### src/common/ext_bus_timing_pkg.sv
// shared constants and types of the external bus timing stage
`default_nettype none
package ext_bus_timing_pkg;
	////////////////////////////////////////////////////////////////////////
	// register byte offsets on the avalon slave
	localparam logic [3:0] OFS_SYSTEM_BUS_CONFIG = 4'h0;
	localparam logic [3:0] OFS_RANGE_BUS_CONFIG = 4'h4;
	localparam logic [3:0] OFS_RANGE_ADDRESS_SELECT = 4'h8;
	localparam logic [3:0] OFS_STATUS = 4'hc;
	////////////////////////////////////////////////////////////////////////
	// bus configuration field positions (both config registers)
	localparam int POS_CYCLE_LSB = 0; // cycle_time_wait_field, 4 bits
	localparam int POS_TRISTATE = 4; // tristate_wait_ctl
	localparam int POS_STROBE_DELAY = 5; // strobe_delay_ctl
	localparam int POS_MUX = 6; // 1 = multiplexed bus
	localparam int POS_READY = 7; // ready handshake enable
	localparam int POS_STRETCH = 8; // latch_stretch_en, range register only
	// range select field positions
	localparam int POS_SEL_BASE_LSB = 0; // 8 bits, compared to addr[23:16]
	localparam int POS_SEL_EN = 8;
	////////////////////////////////////////////////////////////////////////
	// reset values
	localparam logic [15:0] SYSTEM_CONFIG_RESET = 16'h0000;
	localparam logic [15:0] RANGE_CONFIG_RESET = 16'h0000;
	localparam logic [15:0] RANGE_SELECT_RESET = 16'h0000;
	////////////////////////////////////////////////////////////////////////
	// timing: one clock_phase_period is one sys_clk, four make a machine cycle
	localparam int CLK_PERIOD_NS = 40;
	localparam int CLOCK_PHASE_PERIOD_NS = 40;
	localparam int PHASE_CYC = CLOCK_PHASE_PERIOD_NS / CLK_PERIOD_NS;
	localparam int PHASES_PER_CYCLE = 4;
	localparam logic [4:0] HALF_CYCLE_CYC = 5'(2 * PHASE_CYC);
	localparam logic [4:0] FULL_CYCLE_CYC = 5'(PHASES_PER_CYCLE * PHASE_CYC);
	localparam logic [4:0] STRETCH_CYC = 5'(PHASE_CYC);
	////////////////////////////////////////////////////////////////////////
	// decoded bus configuration for one access
	typedef struct packed {
		logic stretch;
		logic ready_en;
		logic mux;
		logic strobe_delay_off;
		logic tristate_off;
		logic [3:0] cycle_field;
	} bus_cfg_s;
	// access sequencer states
	typedef enum logic [2:0] {
		ST_IDLE, ST_SWITCH_HOLD, ST_ADDR, ST_CMD, ST_WAIT, ST_READY, ST_HOLD, ST_TRI
	} seq_state_e;
endpackage
`default_nettype wire

### src/verilog/external_bus_timing.sv
// timing and ready stage of the external bus controller
//
// The register addresses and register access over Avalon-MM were chosen for this implementation.
`default_nettype none
module external_bus_timing
	import ext_bus_timing_pkg::*;
(
	// clock and reset
	input wire logic sys_clk,
	input wire logic rstn,
	// avalon-mm register slave
	input wire logic [3:0] avs_address,
	input wire logic avs_read,
	input wire logic avs_write,
	input wire logic [31:0] avs_writedata,
	output logic [31:0] avs_readdata,
	output logic avs_waitrequest,
	// access request from the cpu side
	input wire logic access_req,
	input wire logic access_write,
	input wire logic [23:0] access_addr,
	output logic access_busy,
	output logic access_done,
	// external bus pins
	input wire logic ready_n,
	output logic [23:0] ext_addr,
	output logic ale,
	output logic rd_n,
	output logic wr_n,
	output logic port0_addr_phase,
	// port ownership
	output logic port1_addr_en,
	output logic port1_gpio_ok,
	output logic ready_gpio_ok
);
	////////////////////////////////////////////////////////////////////////
	// declarations
	logic [15:0] system_bus_config_reg; // default configuration
	logic [15:0] range_bus_config_reg; // configuration inside the range
	logic [15:0] range_address_select_reg; // base and enable of the range
	bus_cfg_s sys_cfg; // decoded system configuration
	bus_cfg_s range_cfg; // decoded range configuration
	bus_cfg_s sel_cfg; // configuration chosen for the new access
	bus_cfg_s cur_cfg_reg; // configuration held for the running access
	logic in_range; // new access hits the range
	seq_state_e state_reg; // sequencer state
	seq_state_e state_next;
	logic [4:0] cnt_reg; // cycles left in the current state
	logic [4:0] cnt_next;
	logic [4:0] cycle_wait_cyc; // cycle-time waits in clocks
	logic [4:0] tri_wait_cyc; // tristate waits in clocks
	logic [4:0] ale_cyc; // latch high time in clocks
	logic [4:0] hold_cyc; // address hold time in clocks
	logic last_mux_reg; // previous access was multiplexed
	logic write_reg; // direction of the running access
	logic ready_low; // synchronised ready pin, low means ready
	logic strobe_next; // read or write strobe active next
	logic end_strobe; // command part finishes this cycle
	logic reg_write; // avalon write takes effect
	logic [31:0] read_mux; // avalon read value

	////////////////////////////////////////////////////////////////////////
	// ready pin crossing
	logic ready_n_sync;

	// pin is asynchronous, two flops before any use
	level_sync #(
		.RESET_LEVEL(1'b1)
	) u_ready_sync (
		.sys_clk(sys_clk),
		.rstn(rstn),
		.async_in(ready_n),
		.sync_out(ready_n_sync)
	);
	assign ready_low = !ready_n_sync;

	////////////////////////////////////////////////////////////////////////
	// avalon slave

	// one cycle of waitrequest then a one-cycle answer
	always_ff @(posedge sys_clk or negedge rstn) begin
		if (!rstn) begin
			avs_waitrequest <= 1'b1;
		end else begin
			avs_waitrequest <= !((avs_read || avs_write) && avs_waitrequest);
		end
	end

	// a write lands at the edge where waitrequest is seen low
	assign reg_write = avs_write && !avs_waitrequest;

	// read value, unmapped offsets read zero
	always_comb begin
		read_mux = 32'h0000_0000;
		unique case (avs_address)
			OFS_SYSTEM_BUS_CONFIG: read_mux = {16'h0000, system_bus_config_reg};
			OFS_RANGE_BUS_CONFIG: read_mux = {16'h0000, range_bus_config_reg};
			OFS_RANGE_ADDRESS_SELECT: read_mux = {16'h0000, range_address_select_reg};
			OFS_STATUS: begin
				// live state of the sequencer and the pin ownership
				read_mux = {24'h00_0000, ready_low, last_mux_reg, port1_addr_en,
					ready_gpio_ok, access_busy, 3'(state_reg)};
			end
			default: read_mux = 32'h0000_0000;
		endcase
	end

	// read data captured as waitrequest drops, stands in that cycle
	always_ff @(posedge sys_clk or negedge rstn) begin
		if (!rstn) begin
			avs_readdata <= 32'h0000_0000;
		end else if (avs_read && avs_waitrequest) begin
			avs_readdata <= read_mux;
		end
	end

	////////////////////////////////////////////////////////////////////////
	// configuration registers

	// software writes; reset gives one tristate wait and the delay on
	always_ff @(posedge sys_clk or negedge rstn) begin
		if (!rstn) begin
			system_bus_config_reg <= SYSTEM_CONFIG_RESET;
			range_bus_config_reg <= RANGE_CONFIG_RESET;
			range_address_select_reg <= RANGE_SELECT_RESET;
		end else if (reg_write) begin
			// upper half of the word is not implemented
			if (avs_address == OFS_SYSTEM_BUS_CONFIG) begin
				system_bus_config_reg <= avs_writedata[15:0];
			end
			if (avs_address == OFS_RANGE_BUS_CONFIG) begin
				range_bus_config_reg <= avs_writedata[15:0];
			end
			if (avs_address == OFS_RANGE_ADDRESS_SELECT) begin
				range_address_select_reg <= avs_writedata[15:0];
			end
		end
	end

	////////////////////////////////////////////////////////////////////////
	// configuration decode

	// fields sit in struct order; stretching exists only for the range
	assign sys_cfg = bus_cfg_s'({1'b0, system_bus_config_reg[POS_READY:POS_CYCLE_LSB]});
	assign range_cfg = bus_cfg_s'(range_bus_config_reg[POS_STRETCH:POS_CYCLE_LSB]);

	// per-access choice, so characteristics switch on the fly
	assign in_range = range_address_select_reg[POS_SEL_EN]
		&& (access_addr[23:16] == range_address_select_reg[POS_SEL_BASE_LSB +: 8]);
	assign sel_cfg = in_range ? range_cfg : sys_cfg;

	////////////////////////////////////////////////////////////////////////
	// phase lengths of the held access

	// waits are the inverse of the field; handshake uses the low three bits
	assign cycle_wait_cyc = (cur_cfg_reg.ready_en ? 5'({2'b00, ~cur_cfg_reg.cycle_field[2:0]})
		: 5'({1'b0, ~cur_cfg_reg.cycle_field})) * HALF_CYCLE_CYC;

	// programmed wait plus the implicit one of multiplexed modes
	always_comb begin
		tri_wait_cyc = 5'h00;
		if (!cur_cfg_reg.tristate_off) begin
			tri_wait_cyc = tri_wait_cyc + HALF_CYCLE_CYC;
		end
		if (cur_cfg_reg.mux) begin
			tri_wait_cyc = tri_wait_cyc + HALF_CYCLE_CYC;
		end
	end

	// one extra phase on both latch and hold when stretching
	assign ale_cyc = cur_cfg_reg.stretch ? HALF_CYCLE_CYC + STRETCH_CYC : HALF_CYCLE_CYC;
	assign hold_cyc = cur_cfg_reg.stretch ? HALF_CYCLE_CYC + STRETCH_CYC : HALF_CYCLE_CYC;

	////////////////////////////////////////////////////////////////////////
	// access sequencer next state

	// every count below is a whole number of phases
	always_comb begin
		state_next = state_reg;
		cnt_next = (cnt_reg != 5'h00) ? cnt_reg - 5'h01 : 5'h00;
		unique case (state_reg)
			ST_IDLE: begin
				if (access_req) begin
					if (sel_cfg.mux && !last_mux_reg) begin
						// bus mode flips to multiplexed: spare hold first
						state_next = ST_SWITCH_HOLD;
						cnt_next = HALF_CYCLE_CYC - 5'h01;
					end else begin
						state_next = ST_ADDR;
						// stretch comes from sel_cfg, not yet latched
						cnt_next = (sel_cfg.stretch ? HALF_CYCLE_CYC + STRETCH_CYC
							: HALF_CYCLE_CYC) - 5'h01;
					end
				end
			end
			ST_SWITCH_HOLD: begin
				if (cnt_reg == 5'h00) begin
					state_next = ST_ADDR;
					cnt_next = ale_cyc - 5'h01;
				end
			end
			ST_ADDR: begin
				if (cnt_reg == 5'h00) begin
					// command length is fixed, delay or not
					state_next = ST_CMD;
					cnt_next = FULL_CYCLE_CYC - 5'h01;
				end
			end
			ST_CMD: begin
				if (cnt_reg == 5'h00) begin
					if (cycle_wait_cyc != 5'h00) begin
						state_next = ST_WAIT;
						cnt_next = cycle_wait_cyc - 5'h01;
					end else if (cur_cfg_reg.ready_en) begin
						state_next = ST_READY;
					end else begin
						state_next = ST_HOLD;
						cnt_next = hold_cyc - 5'h01;
					end
				end
			end
			ST_WAIT: begin
				// ready is not looked at until the waits are spent
				if (cnt_reg == 5'h00) begin
					if (cur_cfg_reg.ready_en) begin
						state_next = ST_READY;
					end else begin
						state_next = ST_HOLD;
						cnt_next = hold_cyc - 5'h01;
					end
				end
			end
			ST_READY: begin
				// no timeout: a silent device stalls until reset
				if (ready_low) begin
					state_next = ST_HOLD;
					cnt_next = hold_cyc - 5'h01;
				end
			end
			ST_HOLD: begin
				if (cnt_reg == 5'h00) begin
					if (tri_wait_cyc != 5'h00) begin
						state_next = ST_TRI;
						cnt_next = tri_wait_cyc - 5'h01;
					end else begin
						state_next = ST_IDLE;
					end
				end
			end
			ST_TRI: begin
				// bus released, next address waits out the memory
				if (cnt_reg == 5'h00) begin
					state_next = ST_IDLE;
				end
			end
		endcase
	end

	////////////////////////////////////////////////////////////////////////
	// sequencer registers

	// state and phase counter
	always_ff @(posedge sys_clk or negedge rstn) begin
		if (!rstn) begin
			state_reg <= ST_IDLE;
			cnt_reg <= 5'h00;
		end else begin
			state_reg <= state_next;
			cnt_reg <= cnt_next;
		end
	end

	// access parameters held for the whole access
	always_ff @(posedge sys_clk or negedge rstn) begin
		if (!rstn) begin
			cur_cfg_reg <= '0;
			write_reg <= 1'b0;
			ext_addr <= 24'h00_0000;
		end else if (state_reg == ST_IDLE && access_req) begin
			cur_cfg_reg <= sel_cfg;
			write_reg <= access_write;
			ext_addr <= access_addr;
		end
	end

	// bus mode of the previous access, reset state nonmux
	always_ff @(posedge sys_clk or negedge rstn) begin
		if (!rstn) begin
			last_mux_reg <= 1'b0;
		end else if (state_reg == ST_ADDR && cnt_reg == 5'h00) begin
			last_mux_reg <= cur_cfg_reg.mux;
		end
	end

	////////////////////////////////////////////////////////////////////////
	// strobes

	// first command phase skipped when the delay is on
	assign strobe_next = (state_reg == ST_CMD
		&& !(!cur_cfg_reg.strobe_delay_off && cnt_reg == FULL_CYCLE_CYC - 5'h01))
		|| state_reg == ST_WAIT || state_reg == ST_READY;
	assign end_strobe = state_next == ST_HOLD && state_reg != ST_HOLD;

	// latch and strobes share one register delay, so edges stay aligned
	always_ff @(posedge sys_clk or negedge rstn) begin
		if (!rstn) begin
			ale <= 1'b0;
			rd_n <= 1'b1;
			wr_n <= 1'b1;
			port0_addr_phase <= 1'b0;
		end else begin
			ale <= state_reg == ST_ADDR;
			rd_n <= !(strobe_next && !write_reg);
			wr_n <= !(strobe_next && write_reg);
			port0_addr_phase <= state_reg == ST_ADDR && cur_cfg_reg.mux;
		end
	end

	// handshake with the cpu side
	always_ff @(posedge sys_clk or negedge rstn) begin
		if (!rstn) begin
			access_busy <= 1'b0;
			access_done <= 1'b0;
		end else begin
			access_busy <= state_next != ST_IDLE;
			access_done <= end_strobe;
		end
	end

	////////////////////////////////////////////////////////////////////////
	// port ownership

	// port 1 stays the address bus unless both system and range configurations are multiplexed
	always_ff @(posedge sys_clk or negedge rstn) begin
		if (!rstn) begin
			port1_addr_en <= 1'b1;
			port1_gpio_ok <= 1'b0;
			ready_gpio_ok <= 1'b1;
		end else begin
			port1_addr_en <= !(sys_cfg.mux && range_cfg.mux);
			port1_gpio_ok <= sys_cfg.mux && range_cfg.mux;
			ready_gpio_ok <= !sys_cfg.ready_en && !range_cfg.ready_en;
		end
	end
endmodule
`default_nettype wire

### src/verilog/level_sync.sv
// two-flop synchroniser for an asynchronous pin level
`default_nettype none
module level_sync #(
	parameter logic RESET_LEVEL = 1'b1
) (
	// clock and reset
	input wire logic sys_clk,
	input wire logic rstn,
	// level in and out
	input wire logic async_in,
	output logic sync_out
);
	////////////////////////////////////////////////////////////////////////
	logic meta_reg; // first stage, read only by the second

	// two stages, nothing taps the first
	always_ff @(posedge sys_clk or negedge rstn) begin
		if (!rstn) begin
			meta_reg <= RESET_LEVEL;
			sync_out <= RESET_LEVEL;
		end else begin
			meta_reg <= async_in;
			sync_out <= meta_reg;
		end
	end
endmodule
`default_nettype wire

### config.mk
export PLATFORM = sky130hd
export DESIGN_NAME = external_bus_timing
export DESIGN_NICKNAME = d
export VERILOG_FILES = /design/src/common/ext_bus_timing_pkg.sv /design/src/verilog/external_bus_timing.sv /design/src/verilog/level_sync.sv
export SDC_FILE = /design/constraint.sdc
export NUM_CORES = 1
export LEC_CHECK = 0
export BUFFER_PORTS_ARGS = -buffer_cell sky130_fd_sc_hd__buf_2
export CELL_PAD_IN_SITES_DETAIL_PLACEMENT = 0
export CELL_PAD_IN_SITES_GLOBAL_PLACEMENT = 2
export CORE_MARGIN = 3
export CORE_UTILIZATION = 36
export DETAILED_ROUTE_END_ITERATION = 10
export PLACE_DENSITY = 0.9
export SLEW_MARGIN = 20
export SYNTH_ARGS = -nofsm -noshare
export SYNTH_HDL_FRONTEND = slang
export SYNTH_SLANG_ARGS = --single-unit
### constraint.sdc
create_clock -name sys_clk -period 5.15 [get_ports sys_clk]
set_input_delay 0 -clock sys_clk [delete_from_list [all_inputs] [get_ports sys_clk]]
set_output_delay 0 -clock sys_clk [all_outputs]
set_load 0.02 [all_outputs]
Word level (Yosys, flattened, before mapping):

Cells that the tools add are included.

* memory bits (writable): 0
* memory bits (read-only): 0
* logic and storage cells: 122
* register bits after elaboration: 135
* latch bits: 0
* output and inout port bits: 66
* memories kept: 0

* multiply operators: 0
* eq/ne operators: 14
* reductions and logical operators: 40
* bitwise operators: 2
* $add $sub $neg: 6
* order comparisons: 0
* muxes and demuxes: 33
* shift operators: 0
* divide/modulo/power cells: 0

Operators by type and width (number)
* two-way mux 5 bit: 13
* one-hot mux 16 bit (4 select lines): 1
* one-hot mux 5 bit (7 select lines): 1
* two-way mux 3 bit: 9
* one-hot mux 3 bit (8 select lines): 1
* equality test 3 bit, second input constant: 5
* logical AND 1 bit: 15
* nonzero test 5 bit: 3
* subtractor 5 x 1 -> 5 bit, second input constant: 3
* zero test 1 bit: 12
* two-way mux 9 bit: 1
* equality test 4 bit, second input constant: 2
* equality test 8 bit: 1
* two-way mux 2 bit: 4
* equality test 3 x 2 -> 1 bit, second input constant: 2
* AND reduction 2 bit: 3
* subtractor 2 x 1 -> 3 bit, second input constant: 2
* adder 5 x 2 -> 5 bit, second input constant: 1
* equality test 5 x 2 -> 1 bit, second input constant: 1
* zero test 5 bit: 1
* equality test 4 x 3 -> 1 bit, second input constant: 1
* zero test 4 bit: 1
* two-way mux 4 bit: 1
* inverter 4 bit: 1
* other kinds (7): 10

Depth between registers and ports, before layout:

* depth in word-level cells: 9
* depth in mapped cells: 8
* mapped depth without buffers: 7

Cells and area by module:

From an unflattened synthesis, not the netlist that was laid out.

* cells, all modules: 525
* area, all modules: 5577.8 sq um

By module, submodules not included
* external_bus_timing: instances 1, area an instance 5525.3 sq um, sequential area each 2934.1 sq um, cells each 523
* level_sync: instances 1, area an instance 52.6 sq um, sequential area each 52.6 sq um, cells each 2

Worst setup path after synthesis:

No wires, ideal clock.

* kind: register -> register
* from: reg cnt_reg[0]
* to: reg access_done
* arrival time: 2017 ps
* stages on the path, launching flop included: 8
* library setup time: 65 ps
* setup slack: 3067 ps
* cell sequence: dfrtp_1 > inv_1 > ha_1 > or4b_4 > or4_1 > and4_4 > o41ai_2 > o211a_1

* cells in the longest elaborated chain, start to end: 5
* elaborated cells on any way between the ends: 10
* those cells by class: eq/ne: 1; mux: 7; reduce/logical: 2

RTL lines
* from (decl): RTL line external_bus_timing.sv:48 `logic [4:0] cnt_reg;`
* from (signal assigned): RTL line external_bus_timing.sv:269 `cnt_reg <= cnt_next;`
* zero test 5 bit *
* two-way mux 3 bit, or another cell as far along: RTL line external_bus_timing.sv:252 `if (cnt_reg == 5'h00) begin`
* one-hot mux 3 bit (8 select lines) *: RTL line external_bus_timing.sv:181 `unique case (state_reg)`
* equality test 3 bit *: RTL line external_bus_timing.sv:302 `assign end_strobe = state_next == ST_HOLD && state_reg != ST_HOLD;`
* logical AND 1 bit *: RTL line external_bus_timing.sv:302
* named net end_strobe: RTL line external_bus_timing.sv:58 `logic end_strobe;`
* to (signal assigned): RTL line external_bus_timing.sv:326 `access_done <= end_strobe;`
* to (decl): RTL line external_bus_timing.sv:23 `output logic access_done,`

The timed path passes the listed nets; every way through them passes the cells marked *.
A chain may end at the register's enable or synchronous reset.

Worst setup path after layout:

* from: reg state_reg[1]
* to: reg access_done

* cells in the longest elaborated chain, start to end: 4
* elaborated cells on any way between the ends: 20
* those cells by class: eq/ne: 9; mux: 9; reduce/logical: 2

RTL lines
* from (decl): RTL line external_bus_timing.sv:46 `seq_state_e state_reg;`
* from (signal assigned): RTL line external_bus_timing.sv:268 `state_reg <= state_next;`
* equality test 3 bit, or another cell as far along: RTL line external_bus_timing.sv:181
* one-hot mux 3 bit (8 select lines): RTL line external_bus_timing.sv:181
* equality test 3 bit: RTL line external_bus_timing.sv:302
* logical AND 1 bit *: RTL line external_bus_timing.sv:302
* named net end_strobe: RTL line external_bus_timing.sv:58

Marks and branches as above.

==> results.md <==
- Synth-to-layout area growth: 28.17%
- Part of the Yosys area used for sequential elements: 53.54%
- Fillers: 1401
- Final period utilization: 46.85%
- Number of antenna repair diodes: 0
- Classification of the worst setup path: reg -> reg
- Peak supply drop: 0.0002193 V
- Type of the worst min-delay path: in -> reg
- Dpl hpwl: 10.13 mm
- Area used by multi-input combinational logic: 2366 um2
- H-Tree Level Count: 4
- Fraction of layout instances using a drive strength above 1: 29.79%
- Vias in the first global route: 4534
- Number of vias per cell: 5.103
- Fin nets: 739
- Area enclosed by the die boundary: 17020 um2
- Ratio of total power to cell area: 343.5 nW/um2
- Cell count after synthesis: 525
- Effective utilization at floorplan: 37.53%
- Max-slew violation count: 0
- Detailed Route Iter0 Violations: 227
- Leakage dissipation: 3.481 nW
- Worst reg-to-reg path cell count: 5
- Synthesis-stage register bit count: 119
- Count of flip-flops with a built-in enable after synthesis: 0
- Setup WS pre-CTS: 2437 ps
- Timing-limited maximum frequency: 0.4145 GHz
- Number of flip-flops under the largest register name: 24
- Count of unique library cells instantiated by Yosys: 60
- Pin count of the biggest net entering global routing: 70
- Setup slack after layout: 2737 ps
- Type of destination of the critical path: register
- Clock skew: 6.907 ps
- Clock root cell: sky130_fd_sc_hd__clkbuf_16
- RSZ-0062 raised after global routing: false
- Actual slew at the worst max-slew pin: 1109 ps
- Final worst path period need: 2413 ps
- Biggest fanout along the worst timing path: 28
- Worst Path Required: 5490 ps
- First drt pass iteration count: 5
- Startpoint class of the critical path: register
- # IOs: 133
- Port buffer count: 100
- Startpoint of the worst setup timing path: state_reg[1]
- Global routing usage summed across all routing layers: 18.44%
- Setup TNS Final: 0 ps
- FP Rows: 44
- CTS tree: built
- Buffers inserted by post-CTS timing repair: 0
- Main synth FF type: sky130_fd_sc_hd__dfrtp_1
- Reg2reg end: access_done
- RD Place Congestion: 0.8794
- Height of the chip: 130.5 um
- Maximum buffer depth of the clock tree: 2
- Reported max-cap violation count: 0
- Most flops, register: ext_addr
- Proportion of synthesized flip-flops having asynchronous set or reset: 100.0%
- CTS Buf Count: 17
- X dimension of the die: 130.5 um
- Number of antenna violations at the first check in global routing: 0
- Area of the placeable core: 14860 um2
- Fin. Hold Viols: 0
- Outcome: completed
- Combined area of all synthesized cells: 5578 um2
- Register-to-register path setup slack: 2740 ps
- Total area of sequential cells: 2987 um2
- Warning count from the yosys run: 0
- End point of the critical path: access_done
- WL final: 14.73 mm
- Avg WL per Cell: 17.09 um
- Clock transition time at the flip-flop clock pins of the worst setup and hold paths: 50 ps
- Count of antenna-violating nets left after detailed routing: 0
- Syn avg cell area: 10.62 um2
- Finish-stage setup viols: 0
- Global-route wire length before repair: 23.98 mm
- Slew HR: 25.75%
- Residual DRC: 0
- Arrival time worst endpoint: 2750 ps
- TritonCTS sink count: 119
- Clock latency at the later pin of the worst-skew pair: 410 ps
- GR Overflow Total: 0
- Worst R2R Start: state_reg[1]
- Vias after detailed routing: 4399
cells by family (layout without fill, tap and decap cells):
logic type      count (synthesis)  in the layout  share of synthesized area, %
mux                            58             58                         11.51
fa+ha+maj                       5              5                         1.122
buf+inv                        49            187                         5.159
other cells                     1             16                       0.06723
xor+xnor                       11             11                         1.727
simple gates                  185            185                         15.32
compound gates                 97             97                         11.55
flops                         119            119                         53.54
power breakdown:
group	switching, mW	total (mW)	internal [mW]
sequential	0.0731	1.10	1.03
combinational	0.120	0.254	0.134
clock	0.406	1.10	0.693
total	0.599	2.46	1.86
worst max-delay path: stages (launching register included):
cell	delay, ps
sky130_fd_sc_hd__dfrtp_1	570
sky130_fd_sc_hd__nor3_1	530
sky130_fd_sc_hd__and2_2	630
sky130_fd_sc_hd__nand2_1	130
sky130_fd_sc_hd__o41ai_2	260
sky130_fd_sc_hd__o211a_1	220
cells in the mapped netlist (all sizes together) (3+ instances only):
| cell type | instances | share of area, % |
|---|---|---|
| nand2 | 126 | 8.6 |
| dfrtp | 112 | 50 |
| mux2 | 49 | 9.9 |
| o21ai | 35 | 3.1 |
| buf | 21 | 2.7 |
| clkbuf | 21 | 2.0 |
| a21oi | 17 | 1.5 |
| a22o | 16 | 2.5 |
| nor2 | 15 | 1.0 |
| mux2i | 9 | 1.6 |
| nor3 | 9 | 0.81 |
| xnor2 | 9 | 1.4 |
| a221oi | 8 | 1.3 |
| nand3 | 8 | 0.72 |
| dfstp | 7 | 3.3 |
| inv | 7 | 0.47 |
| ha | 5 | 1.1 |
| nor2b | 4 | 0.45 |
| nor4b | 4 | 1.0 |
| and3 | 3 | 0.34 |
| o22ai | 3 | 0.34 |
worst min path at each step:
stage | slack [ps] | depth (start not counted) | endpoint | start
2_1_floorplan | -300 | 0 | access_busy | rstn
3_3_place_gp | 110 | 1 | u_ready_sync.meta_reg | ready_n
3_5_place_dp | 110 | 1 | u_ready_sync.meta_reg | ready_n
4_1_cts | 20 | 4 | cnt_reg[1] | access_req
5_1_grt | 100 | 4 | cnt_reg[1] | access_req
6_report | 50 | 4 | cnt_reg[1] | access_req
layer usage:
layer  wire [um]  GRT usage [%]  vias up
li1            -              -     2086
met4         109          5.142        0
met2        7360          30.39      134
met5           0              0        -
met3         700          4.675        9
met1        6561          24.29     2170
cell type report:
class,instances,area share [%]
flip-flops and latches,119,41.77
multi-input cells,372,33.09
repair buffers,150,13.86
clock buffers,22,6.633
well taps,184,3.220
clock inverters,8,1.050
inverters,7,0.3675
per-stage QoR:
step                      cells  power [mW]  hold slack, ps  area [um2]  util, %
after floorplan             540       1.247          -295.6        5634        -
after detailed placement    787       1.347           109.5        6148    41.36
final                       862       2.456           49.12        7149    48.10
after global placement      787       1.329           107.0        6148    41.36
after global routing        862       2.560           95.43        7149    48.10
after CTS                   862       2.485           22.83        7148    48.09
cells in the final DEF, fill, tap and decap left out, drive strengths merged, types with 3 or more instances in the layout:
cell / instances
nor3: 9
xnor2: 9
nand3: 8
o22ai: 3
clkinv: 6
nand2: 126
nor2: 15
o21ai: 35
a22o: 16
nor4b: 4
ha: 5
a221oi: 8
mux2i: 9
and3: 3
mux2: 49
buf: 105
inv: 7
conb: 16
dfrtp: 112
clkbuf: 22
a21oi: 17
nor2b: 4
dlygate4sd3: 45
dfstp: 7
repair_timing:
item | CTS | global route
hold buffers | 45 | 0
resized for setup | 0 | 0
endpoints found under the hold margin | 136 | 0
No activity file was read; power rests on OpenSTA's default activity.
